### src/pkg/sba_pkg.sv
// package: constants for the serial baud select and address match block
package sba_pkg;
	// ****************************************************************
	// register map (word offsets, not byte addresses)
	// ****************************************************************
	localparam logic [3:0] ADDR_SADR = 4'h0;   // slave_address_reg
	localparam logic [3:0] ADDR_SMSK = 4'h1;   // slave_address_mask_reg
	localparam logic [3:0] ADDR_CTRL = 4'h2;   // serial control
	localparam logic [3:0] ADDR_T2CN = 4'h3;   // t2_control_reg
	localparam logic [3:0] ADDR_T2RL = 4'h4;   // t2 reload pair
	localparam logic [3:0] ADDR_T2CT = 4'h5;   // t2 count pair
	localparam logic [3:0] ADDR_T1OV = 4'h6;   // not decoded by the block, reads return zero
	// ****************************************************************
	// field positions
	// ****************************************************************
	localparam int CTRL_MODE_LO = 0;  // serial mode, 2 bits
	localparam int CTRL_DBL = 2;      // baud_doubler_bit
	localparam int CTRL_MPE = 3;      // multiproc_enable
	localparam int CTRL_DONE = 4;     // receive_done_flag, write zero clears
	localparam int T2_RUN = 0;        // t2_run_bit
	localparam int T2_CTR = 1;        // t2_counter_select
	localparam int T2_RXSEL = 2;      // rx_clock_select
	localparam int T2_TXSEL = 3;      // tx_clock_select
	localparam int T2_EXEN = 4;       // t2_external_enable
	localparam int T2_EXF = 5;        // t2_external_flag
	localparam int T2_OVF = 6;        // t2_overflow_flag
	// ****************************************************************
	// reset values and divider figures
	// ****************************************************************
	localparam logic [7:0] ADDR_RST = 8'h00;
	localparam logic [7:0] MODE0_DIV = 8'h0c;    // fosc / 12
	localparam logic [7:0] MODE2_DIV = 8'h40;    // fosc / 64
	localparam logic [7:0] T1_DIV = 8'h20;       // t1 overflow / 32
	localparam logic [7:0] T2_DIV = 8'h10;       // t2 overflow / 16
	localparam logic [7:0] STATE_DIV = 8'h02;    // one state time = 2 fosc
	localparam logic [15:0] T2_TOP = 16'hffff;   // timer 2 count just before rollover
	localparam logic [31:0] RD_UNMAPPED = 32'h0000_0000;
	// serial modes
	typedef enum logic [1:0] {
		SBA_SHIFT = 2'b00,
		SBA_ASYNC8 = 2'b01,
		SBA_FIXED9 = 2'b10,
		SBA_TIMED9 = 2'b11
	} sba_mode_e;
endpackage

### src/rtl/sba_rate_div.sv
// module: one direction's rate tick divider
`timescale 1ns/1ps
`default_nettype none
module sba_rate_div (
	// clock and reset
	input wire logic i_clk,
	input wire logic i_rst_n,
	// source tick and divide ratio
	input wire logic i_src,
	input wire logic [7:0] i_div,
	// output tick
	output logic o_tick
);
	// ****************************************************************
	// state
	// ****************************************************************
	typedef struct packed {
		logic [7:0] cnt;  // source pulses seen
		logic tick;       // registered rate tick
	} sba_div_s;
	sba_div_s st_r;
	sba_div_s st_nxt;

	// count source pulses, tick once per ratio
	always_comb begin
		st_nxt = st_r;
		st_nxt.tick = 1'b0;
		if (i_src) begin
			// wrap at ratio minus one
			if (st_r.cnt >= i_div - 8'h01) begin
				st_nxt.cnt = 8'h00;
				st_nxt.tick = 1'b1;
			end else begin
				st_nxt.cnt = st_r.cnt + 8'h01;
			end
		end
	end

	// register state
	always_ff @(posedge i_clk or negedge i_rst_n) begin
		if (!i_rst_n) begin
			st_r <= '0;
		end else begin
			st_r <= st_nxt;
		end
	end

	assign o_tick = st_r.tick;
endmodule // sba_rate_div
`default_nettype wire

### src/rtl/sba_top.sv
// module: serial baud select, timer 2 baud generator and address match
// Function
// RULE_01 - broadcast address is address OR mask
// RULE_02 - reset clears address and mask to zero
// RULE_03 - shift mode rate is oscillator over twelve
// RULE_04 - fixed nine-bit mode: fosc/64, doubler doubles
// RULE_05 - timer 1 default source, overflow/32, doubled
// RULE_06 - independent transmit and receive rate clocks
// RULE_07 - software sets timer 1 auto-reload mode
// RULE_08 - software reloads 16-bit timer for slow rates
// RULE_09 - software disables timer 1 interrupt, picks mode
// RULE_10 - clock select bits pick timer 2 or 1
// RULE_11 - high byte rollover reloads both count bytes
// RULE_12 - timer 2 rate is overflow over sixteen
// RULE_13 - select bits force baud mode, no overflow flag
// RULE_14 - external edge sets flag, no reload
// RULE_15 - timer 2 counts every two oscillator periods
// RULE_16 - software stops timer 2 before access
// RULE_17 - software avoids count and reload writes running
// RULE_18 - software picks timer or counter operation
// RULE_19 - given address masks don't-care bits
// RULE_20 - multiproc mode drops data frames, flags matches
// RULE_21 - ten-bit mode uses stop bit as ninth
// RULE_22 - match given or broadcast address
//
// The implementer's own choices: the Avalon-MM register port and the placing of the registers.
`timescale 1ns/1ps
`default_nettype none
module sba_top (
	// clock and reset
	input wire logic i_clk,
	input wire logic i_rstn,
	// avalon-mm slave
	input wire logic [3:0] i_avs_address,
	input wire logic i_avs_read,
	input wire logic i_avs_write,
	input wire logic [31:0] i_avs_writedata,
	output logic [31:0] o_avs_readdata,
	output logic o_avs_waitrequest,
	// timer 1 overflow pulse and timer 2 pins
	input wire logic i_t1_overflow,
	input wire logic i_t2_count_pin,
	input wire logic i_t2_external_input,
	// received frame from the shifter
	input wire logic i_rx_frame_done,
	input wire logic [7:0] i_rx_byte,
	input wire logic i_rx_bit9,
	input wire logic i_rx_stop_ok,
	// outputs
	output logic o_tx_tick,
	output logic o_rx_tick,
	output logic o_receive_done_flag,
	output logic o_t2_ext_irq
);
	// ****************************************************************
	// reset synchroniser
	// ****************************************************************
	logic rst_meta_r;
	logic rst_n_r;
	// release through two flops; meta flop feeds only the second one
	always_ff @(posedge i_clk or negedge i_rstn) begin
		if (!i_rstn) begin
			rst_meta_r <= 1'b0;
			rst_n_r <= 1'b0;
		end else begin
			rst_meta_r <= 1'b1;
			rst_n_r <= rst_meta_r;
		end
	end

	// ****************************************************************
	// state
	// ****************************************************************
	typedef struct packed {
		logic [7:0] slave_address_reg;     // slave_address_reg
		logic [7:0] smask;     // slave_address_mask_reg
		logic [1:0] mode;      // serial mode
		logic dbl;             // baud_doubler_bit
		logic mpe;             // multiproc_enable
		logic run;             // t2_run_bit
		logic ctr;             // t2_counter_select
		logic rxsel;           // rx_clock_select
		logic txsel;           // tx_clock_select
		logic exen;            // t2_external_enable
		logic exf;             // t2_external_flag
		logic ovf;             // t2_overflow_flag
		logic [15:0] reload;   // t2_reload_high/low
		logic [15:0] count;    // t2_count_high/low
		logic state_ph;        // state time phase
		logic pin_d;           // count pin delayed
		logic ext_d;           // external input delayed
		logic t2_ovp;          // timer 2 overflow pulse
		logic rdone;           // receive_done_flag
		logic [31:0] rdata;    // bus read data
		logic wait_n;          // answer phase
	} sba_st_s;
	sba_st_s st_r;
	sba_st_s st_nxt;

	// ****************************************************************
	// rate sources
	// ****************************************************************
	logic t2_inc;       // timer 2 increment this cycle
	logic st_tick;      // one state time elapsed
	logic fosc_tick;    // every oscillator cycle
	logic tx_src;
	logic rx_src;
	logic [7:0] tx_div;
	logic [7:0] rx_div;
	logic [7:0] t1_ratio;
	logic [7:0] m2_ratio;
	logic tx_tick_w;
	logic rx_tick_w;
	logic [7:0] given_care;
	logic given_hit;
	logic bcast_hit;
	logic [7:0] bcast_addr;
	logic acc;

	assign fosc_tick = 1'b1;
	// RULE_15 state time tick
	assign st_tick = st_r.state_ph;
	// RULE_18 timer or counter source
	assign t2_inc = st_r.run & (st_r.ctr ? (st_r.pin_d & ~i_t2_count_pin) : st_tick);
	// RULE_05 doubler halves ratio
	assign t1_ratio = st_r.dbl ? (sba_pkg::T1_DIV >> 1) : sba_pkg::T1_DIV;
	// RULE_04 mode 2 ratio
	assign m2_ratio = st_r.dbl ? (sba_pkg::MODE2_DIV >> 1) : sba_pkg::MODE2_DIV;

	// pick sources per direction
	always_comb begin
		tx_src = i_t1_overflow;
		rx_src = i_t1_overflow;
		tx_div = t1_ratio;
		rx_div = t1_ratio;
		case (sba_pkg::sba_mode_e'(st_r.mode))
			// RULE_03 fixed shift rate
			sba_pkg::SBA_SHIFT: begin
				tx_src = fosc_tick;
				rx_src = fosc_tick;
				tx_div = sba_pkg::MODE0_DIV;
				rx_div = sba_pkg::MODE0_DIV;
			end
			sba_pkg::SBA_FIXED9: begin
				tx_src = fosc_tick;
				rx_src = fosc_tick;
				tx_div = m2_ratio;
				rx_div = m2_ratio;
			end
			sba_pkg::SBA_ASYNC8, sba_pkg::SBA_TIMED9: begin
				// RULE_10 per-direction timer choice
				if (st_r.txsel) begin
					tx_src = st_r.t2_ovp;
					// RULE_12 timer 2 over sixteen
					tx_div = sba_pkg::T2_DIV;
				end
				if (st_r.rxsel) begin
					rx_src = st_r.t2_ovp;
					rx_div = sba_pkg::T2_DIV;
				end
			end
			default: begin
				tx_src = 1'b0;
				rx_src = 1'b0;
			end
		endcase
	end

	// RULE_06 independent dividers
	sba_rate_div u_tx_div (
		.i_clk(i_clk),
		.i_rst_n(rst_n_r),
		.i_src(tx_src),
		.i_div(tx_div),
		.o_tick(tx_tick_w)
	);
	sba_rate_div u_rx_div (
		.i_clk(i_clk),
		.i_rst_n(rst_n_r),
		.i_src(rx_src),
		.i_div(rx_div),
		.o_tick(rx_tick_w)
	);

	// ****************************************************************
	// address recognition
	// ****************************************************************
	// RULE_19 given address care bits
	assign given_care = st_r.smask;
	assign given_hit = ((i_rx_byte ^ st_r.slave_address_reg) & given_care) == 8'h00;
	// RULE_01 broadcast is or of address and mask
	assign bcast_addr = st_r.slave_address_reg | st_r.smask;
	// zeros of the broadcast are don't-care, so only its ones must match
	assign bcast_hit = ((~i_rx_byte) & bcast_addr) == 8'h00;
	assign acc = i_avs_read | i_avs_write;

	// ****************************************************************
	// next state
	// ****************************************************************
	always_comb begin
		st_nxt = st_r;
		st_nxt.state_ph = ~st_r.state_ph;
		st_nxt.pin_d = i_t2_count_pin;
		st_nxt.ext_d = i_t2_external_input;
		st_nxt.t2_ovp = 1'b0;
		// timer 2 counting
		if (t2_inc) begin
			if (st_r.count == sba_pkg::T2_TOP) begin
				// RULE_11 reload both bytes
				st_nxt.count = st_r.reload;
				if (st_r.rxsel | st_r.txsel) begin
					st_nxt.t2_ovp = 1'b1;
				end else begin
					// RULE_13 overflow flag only outside baud mode
					st_nxt.ovf = 1'b1;
				end
			end else begin
				st_nxt.count = st_r.count + 16'h0001;
			end
		end
		// bus: one wait cycle, answer on the second
		st_nxt.wait_n = acc & ~st_r.wait_n;
		if (acc && !st_r.wait_n) begin
			st_nxt.rdata = sba_pkg::RD_UNMAPPED;
			if (i_avs_read) begin
				case (i_avs_address)
					sba_pkg::ADDR_SADR: st_nxt.rdata = {24'h000000, st_r.slave_address_reg};
					sba_pkg::ADDR_SMSK: st_nxt.rdata = {24'h000000, st_r.smask};
					sba_pkg::ADDR_CTRL: st_nxt.rdata = {27'h0, st_r.rdone, st_r.mpe,
						st_r.dbl, st_r.mode};
					sba_pkg::ADDR_T2CN: st_nxt.rdata = {25'h0, st_r.ovf, st_r.exf, st_r.exen,
						st_r.txsel, st_r.rxsel, st_r.ctr, st_r.run};
					sba_pkg::ADDR_T2RL: st_nxt.rdata = {16'h0000, st_r.reload};
					sba_pkg::ADDR_T2CT: st_nxt.rdata = {16'h0000, st_r.count};
					default: st_nxt.rdata = sba_pkg::RD_UNMAPPED;
				endcase
			end
		end
		// a write lands only at the edge where the master sees waitrequest low
		if (i_avs_write && st_r.wait_n) begin
			case (i_avs_address)
				sba_pkg::ADDR_SADR: st_nxt.slave_address_reg = i_avs_writedata[7:0];
				sba_pkg::ADDR_SMSK: st_nxt.smask = i_avs_writedata[7:0];
				sba_pkg::ADDR_CTRL: begin
					st_nxt.mode = i_avs_writedata[sba_pkg::CTRL_MODE_LO +: 2];
					st_nxt.dbl = i_avs_writedata[sba_pkg::CTRL_DBL];
					st_nxt.mpe = i_avs_writedata[sba_pkg::CTRL_MPE];
					// writing zero to the done bit clears the flag
					if (!i_avs_writedata[sba_pkg::CTRL_DONE]) begin
						st_nxt.rdone = 1'b0;
					end
				end
				sba_pkg::ADDR_T2CN: begin
					st_nxt.run = i_avs_writedata[sba_pkg::T2_RUN];
					st_nxt.ctr = i_avs_writedata[sba_pkg::T2_CTR];
					st_nxt.rxsel = i_avs_writedata[sba_pkg::T2_RXSEL];
					st_nxt.txsel = i_avs_writedata[sba_pkg::T2_TXSEL];
					st_nxt.exen = i_avs_writedata[sba_pkg::T2_EXEN];
					// flags clear by writing zero
					if (!i_avs_writedata[sba_pkg::T2_EXF]) begin
						st_nxt.exf = 1'b0;
					end
					if (!i_avs_writedata[sba_pkg::T2_OVF]) begin
						st_nxt.ovf = 1'b0;
					end
				end
				// RULE_16 software stops timer first; no guard here
				sba_pkg::ADDR_T2RL: st_nxt.reload = i_avs_writedata[15:0];
				sba_pkg::ADDR_T2CT: st_nxt.count = i_avs_writedata[15:0];
				default: st_nxt.rdone = st_r.rdone;
			endcase
		end
		// hardware sets after software clears: set wins
		if (t2_inc && st_r.count == sba_pkg::T2_TOP && !(st_r.rxsel | st_r.txsel)) begin
			st_nxt.ovf = 1'b1;
		end
		// RULE_14 external edge sets flag, never reloads
		if (st_r.ext_d && !i_t2_external_input) begin
			st_nxt.exf = 1'b1;
		end
		// frame acceptance
		if (i_rx_frame_done) begin
			if (!st_r.mpe || st_r.mode == sba_pkg::SBA_SHIFT) begin
				st_nxt.rdone = 1'b1;
			end else if (st_r.mode == sba_pkg::SBA_ASYNC8) begin
				// RULE_21 stop bit acts as ninth
				if (i_rx_stop_ok && (given_hit || bcast_hit)) begin
					st_nxt.rdone = 1'b1;
				end
			// RULE_20 drop data frames
			end else if (i_rx_bit9) begin
				// RULE_22 given or broadcast match
				if (given_hit || bcast_hit) begin
					st_nxt.rdone = 1'b1;
				end
			end
		end
	end

	// register state
	always_ff @(posedge i_clk or negedge rst_n_r) begin
		if (!rst_n_r) begin
			st_r <= '0;
			// RULE_02 addresses cleared
			st_r.slave_address_reg <= sba_pkg::ADDR_RST;
			st_r.smask <= sba_pkg::ADDR_RST;
		end else begin
			st_r <= st_nxt;
		end
	end

	// registered outputs
	always_ff @(posedge i_clk or negedge rst_n_r) begin
		if (!rst_n_r) begin
			o_tx_tick <= 1'b0;
			o_rx_tick <= 1'b0;
			o_receive_done_flag <= 1'b0;
			o_t2_ext_irq <= 1'b0;
			o_avs_readdata <= sba_pkg::RD_UNMAPPED;
			o_avs_waitrequest <= 1'b1;
		end else begin
			o_tx_tick <= tx_tick_w;
			o_rx_tick <= rx_tick_w;
			o_receive_done_flag <= st_nxt.rdone;
			o_t2_ext_irq <= st_nxt.exf & st_nxt.exen;
			o_avs_readdata <= st_nxt.rdata;
			o_avs_waitrequest <= ~st_nxt.wait_n;
		end
	end
endmodule // sba_top
`default_nettype wire

### config.mk
export PLATFORM = sky130hd
export DESIGN_NAME = sba_top
export DESIGN_NICKNAME = d
export VERILOG_FILES = /design/src/pkg/sba_pkg.sv /design/src/rtl/sba_rate_div.sv /design/src/rtl/sba_top.sv
export SDC_FILE = /design/constraint.sdc
export NUM_CORES = 1
export LEC_CHECK = 0
export BUFFER_PORTS_ARGS = -buffer_cell sky130_fd_sc_hd__buf_4
export CORE_ASPECT_RATIO = 0.9
export CORE_UTILIZATION = 45
export CTS_BUF_LIST = sky130_fd_sc_hd__clkbuf_4 sky130_fd_sc_hd__clkbuf_8
export DETAILED_ROUTE_END_ITERATION = 16
export PLACE_DENSITY = 0.68
export SYNTH_ARGS = -nofsm -noshare
export SYNTH_HDL_FRONTEND = slang
export SYNTH_HIERARCHICAL = 1
export SYNTH_SLANG_ARGS = --single-unit
### constraint.sdc
create_clock -name i_clk -period 3.1 [get_ports i_clk]
set_input_delay 0.465 -clock i_clk [delete_from_list [all_inputs] [get_ports i_clk]]
set_output_delay 0.465 -clock i_clk [all_outputs]
set_load 0.05 [all_outputs]
Word-level counts from Yosys, hierarchy flattened. Cells that the tools add are included. W data, S select, Z words.

Bits in registers: 121. Bits in latches: 0. RAM bits: 0. Memory bits (read-only): 0. Output and inout bits: 37. Memories: 0.

Add/sub/neg operators: 5. $mul: 0. Div/mod/pow operators: 0. Order comparisons: 2. Eq/ne operators: 9. Shifts and indexed selects: 0. Muxes and demuxes: 44. Bitwise operators: 15. Reductions and logical operators: 23.

Operators with widths (count): $pmux W16 S6 (1); $mux W16 (5); $pmux W8 S3 (2); $mux W35 (1); $mux W1 (26); $mux W6 (3); $add A16 B1 Y16 const B (1); $add A8 B1 Y8 const B (2); $and A8 B8 Y8 (2); $eq A16 B16 Y1 const B (1); $ge A8 B8 Y1 (2); $logic_not A8 Y1 (2); $mux W8 (2); $sub A8 B1 Y8 const B (2); $reduce_and A2 Y1 (5); $eq A4 B2 Y1 const B (2); $eq A4 B3 Y1 const B (2); $not A8 Y8 (1); $or A8 B8 Y8 (1); $xor A8 B8 Y8 (1); $mux W7 (1); $logic_and A1 B1 Y1 (6); $and A1 B1 Y1 (4); $eq A2 B2 Y1 const B (2); 11 further kinds (21).

Depth between registers and ports, before layout.
Word-level depth: 10. Gate-level depth with buffers: 12. Mapped depth without buffers: 11.

Cells and area by module. The synthesis kept the hierarchy.

Modules (own cells, without submodules): sba_top (instances 1, cells an instance 443, area each 4840.9 sq um, sequential area each 2178.3 sq um); sba_rate_div (u_rx_div) (instances 1, cells an instance 90, area each 849.6 sq um, sequential area each 225.2 sq um); sba_rate_div (u_tx_div) (instances 1, cells an instance 85, area each 772.0 sq um, sequential area each 225.2 sq um).

Least setup slack after synthesis. No wires, ideal clock.

Kind: register to register. Start point: reg st_r[79] (netlist name). End point: reg u_rx_div.st_r, in the netlist u_rx_div/o_tick. Setup time: 120 ps. Data arrival time: 2780 ps. Data required time: 2980 ps. Path slack: 200 ps. Cell stages (with the launch flop): 11. Buffers on the path: 1. Period minus slack after synthesis: 2900 ps. Cells stage by stage: dfrtp_1 > clkbuf_1 > nor2_1 > nor2_1 > nor4b_1 > xnor2_1 > ha_1 > a21o_1 > a21oi_1 > o21ai_4 > and2_2.

RTL lines: start, declared (line sba_top.sv:97) `sba_st_s st_r;`; start signal, assigned (line sba_top.sv:308) `st_r <= st_nxt;`; end signal, assigned (line sba_rate_div.sv:44) `st_r <= st_nxt;`; end, declared (line sba_rate_div.sv:21) `sba_div_s st_r;`.

Worst setup path after layout.
Start point: reg st_r[78] (netlist name). End point: reg u_tx_div/st_r[3] (netlist name).

Cells in the longest elaborated chain, start to end: 6. Elaborated cells between the ends (all ways): 7. Classes of those cells: add/sub: 1; order compare: 1; mux: 5.

Ends and longest elaborated chain: $mux W6 (line sba_top.sv:126) `assign t1_ratio = st_r.dbl ? (sba_pkg::T1_DIV >> 1) : sba_pkg::T1_DIV;`; $mux W6 (line sba_top.sv:152) `if (st_r.txsel) begin`; $pmux W8 S3 (*) (line sba_top.sv:136) `case (sba_pkg::sba_mode_e'(st_r.mode))`; net tx_div[5] (line sba_top.sv:108) `logic [7:0] tx_div;`; $sub A8 B1 Y8 (*) (line sba_rate_div.sv:30) `if (st_r.cnt >= i_div - 8'h01) begin`; $ge A8 B8 Y1 (*) (line sba_rate_div.sv:30); $mux W8 (*) (line sba_rate_div.sv:30); end signal, assigned (line sba_rate_div.sv:44); end, declared (line sba_rate_div.sv:21).

Mark *: on every way through the listed nets, which the timed path passes. The rest lies on a longest branch. The select of a mux whose other input is x is not followed. A chain may end at the register's enable or synchronous reset.

==> run metrics <==
most common cell after layout, fill and taps aside=dfrtp_1; critical path required time=3400 ps; Total Nets Final=752; Worst-path clk slew=110 ps; WL final=14.1 mm; ranking of synthesized cells by area=dfrtp_1, mux2_2, buf_4; Max Fclk=348 MHz; final worst slack=229 ps; Core Area=14000 µm²; CTS max path bufs=2; Synth Cell Area=6460 µm²; DIE WIDTH=128 µm; fin crit period=2870 ps; DIE HEIGHT=116 µm; antenna-violating nets left=0; Die Area=14800 µm²; DRC Markers=2; area leader, netlist=dfrtp_1; Clock Latency Late Sink=390 ps; Fin Clk Skew=11.4 ps; sequential share of the synthesized area=40.7%; DR iter-0 viols=302; busiest layer in global routing=met2; area grow syn2layout=11.4%; Async S/R FF share, synth=100%; Clk Tree Root Cell=clkbuf_8; Slew @ Worst Pin=721 ps; number of port buffers=58; max_cap viols=0; largest net degree at the start of global routing=55; 1st-pass router iterations=11; violated checks=DRC; Remaining Overflow, GRT=0; first-pass GRT wire length=23.8 mm; Slew Limit Fails=0; max_slew headroom=51.9%; number of global-route vias before repair=4751; maximum vdd drop=0.326 mV; commonest cells after routing, fill and taps aside=dfrtp_1, buf_4, nand2_1, conb_1, mux2_2; Crit Path Max Fanout=7; Hold Crit Class=in2reg; crit end category=register; # clock sinks=105; Final Hold Viols=0; initial antenna violation count=0; CTS buffer count=9; DP Wirelength=10.3 mm; met1 track demand over resource=25.7%; Vias=4865; Overall Global Routing Usage=20.7%; GP Congestion=0.900; syn_area_per_cell=10.5 µm²; RSZ-0062 raised after global routing=no; Final setup viols=0; status=complete, but fails checks; antenna cells=0; multi-input logic area=3480 µm²; Setup TNS=0 ps; share of cells above drive strength 1=23.5%; met2 global-route usage=36.0%; number of vias per cell=5.56; drt wl/cell=16.2 µm; Pwr Density=658 nW/µm²; synthesized flop and latch total=105; Initial Util=46.1%; DP Worst Slack=196 ps; # Post-CTS Setup Buffers=0; CTS tree=done; Synth Instances=618; Tcrit/Tclk final=92.6%; M3 GR Usage=4.62%; CP Class=reg2reg; Post-synth top flop=dfrtp_1; critical path startpoint category=register; FILL cells=1256; CP arrival=3170 ps; Synth top area share=40.3%; Post-synth EDFFs=0; LEAKAGE=3.28 nW; YS warnings=6; Yosys cell types=84; Rows=41; H-tree level count=3; sequential cell area=2630 µm²; # IOs=91
[worst paths after layout]
kind | startpoint | end | slack (ps) | cells past startpoint
setup / recovery | st_r[78] | u_tx_div/st_r[3] | 230 | 12
hold / removal | i_t2_external_input | st_r[35] | 180 | 1
setup reg to reg | st_r[78] | u_tx_div/st_r[3] | 230 | 12
hold reg to reg | rst_meta_r | rst_n_r | 360 | 0
max in group asynchronous | rst_n_r | o_avs_readdata[1] | 1990 | 1
min in group asynchronous | i_rstn | rst_n_r | 380 | 2
[where the power goes]
group	leakage, nW	switching, mW	internal, mW
Clock	0.111	0.530	0.399
Combinational	1.81	0.919	0.765
Sequential	1.36	0.452	1.67
[metrics by stage]
stage                     hold slack (ps)  instance area [µm²]  power [mW]  utilization (%)  instances
after global placement                248                 6960        3.72             49.7        858
final                                 178                 7200        4.74             51.4        875
after global routing                  148                 7200        5.07             51.4        875
after CTS                             151                 7190        4.75             51.4        875
after detailed placement              248                 6960        3.80             49.7        858
after floorplan                       169                 6590        3.40                -        651
[logic make-up (layout without fill, tap and decap cells)]
logic type      count (synthesis)  in the layout  share of synthesized area (%)
other cells                     2             35                          0.116
simple gates                  170            170                           15.7
xor+xnor                       30             30                           4.07
buf+inv                        78            109                           7.55
mux                            65             65                           11.5
fa+ha+maj                      21             21                           4.07
flops                         105            105                           40.7
compound gates                147            147                           16.3
[state kept, by name, indices dropped and copies added (netlist names)]
signal               cells
o_avs_waitrequest        1
o_tx_tick                1
st_tick                  1
given_care               8
o_avs_readdata          16
o_receive_done_flag      1
rst_n_r                  1
st_r                    55
u_rx_div/o_tick          1
u_tx_div/st_r            8
o_t2_ext_irq             1
u_rx_div/st_r            8
u_tx_div/o_tick          1
o_rx_tick                1
rst_meta_r               1
[metal layers]
layer,vias up,part of all wire (%)
met5,-,0
met4,0,1.3
met3,14,4.6
met2,129,50
met1,2397,44
li1,2325,-
[critical path: stages (launching register included)]
cell and delay [ps]:
dfrtp_1 500, nand2b_1 160, o21ai_0 170, nor4_2 400, nand2_1 120, xor2_1 160, ha_1 330, nand2_1 90
nor2_1 60, a211oi_4 300, buf_4 210, a31oi_1 110, o22ai_1 170
[Yosys cell counts, types with 10 or more instances]
cell type,instances
nand3_1,14
xor2_1,22
nor3_1,10
ha_1,21
nor2_1,23
inv_1,21
o21ai_1,19
dfrtp_1,104
nand2_1,57
mux2i_1,17
a21oi_1,11
buf_4,37
mux2_2,34
o21ai_0,26
mux2_1,11
a22oi_1,20
o22ai_1,12
[repair_timing]
item,CTS,global route
hold endpoints to repair,2,0
resized for setup,0,1
setup endpoints to repair,0,5
hold buffers,1,0
[layout make-up]
type / instances / share of cell area, %
inverters: 22 / 1.15
clock buffers: 9 / 1.72
well taps: 193 / 3.35
flip-flops and latches: 105 / 36.6
clock inverters: 7 / 1.32
multi-input cells: 468 / 48.3
repair buffers: 71 / 7.61
No activity file was read; power rests on OpenSTA's default activity.
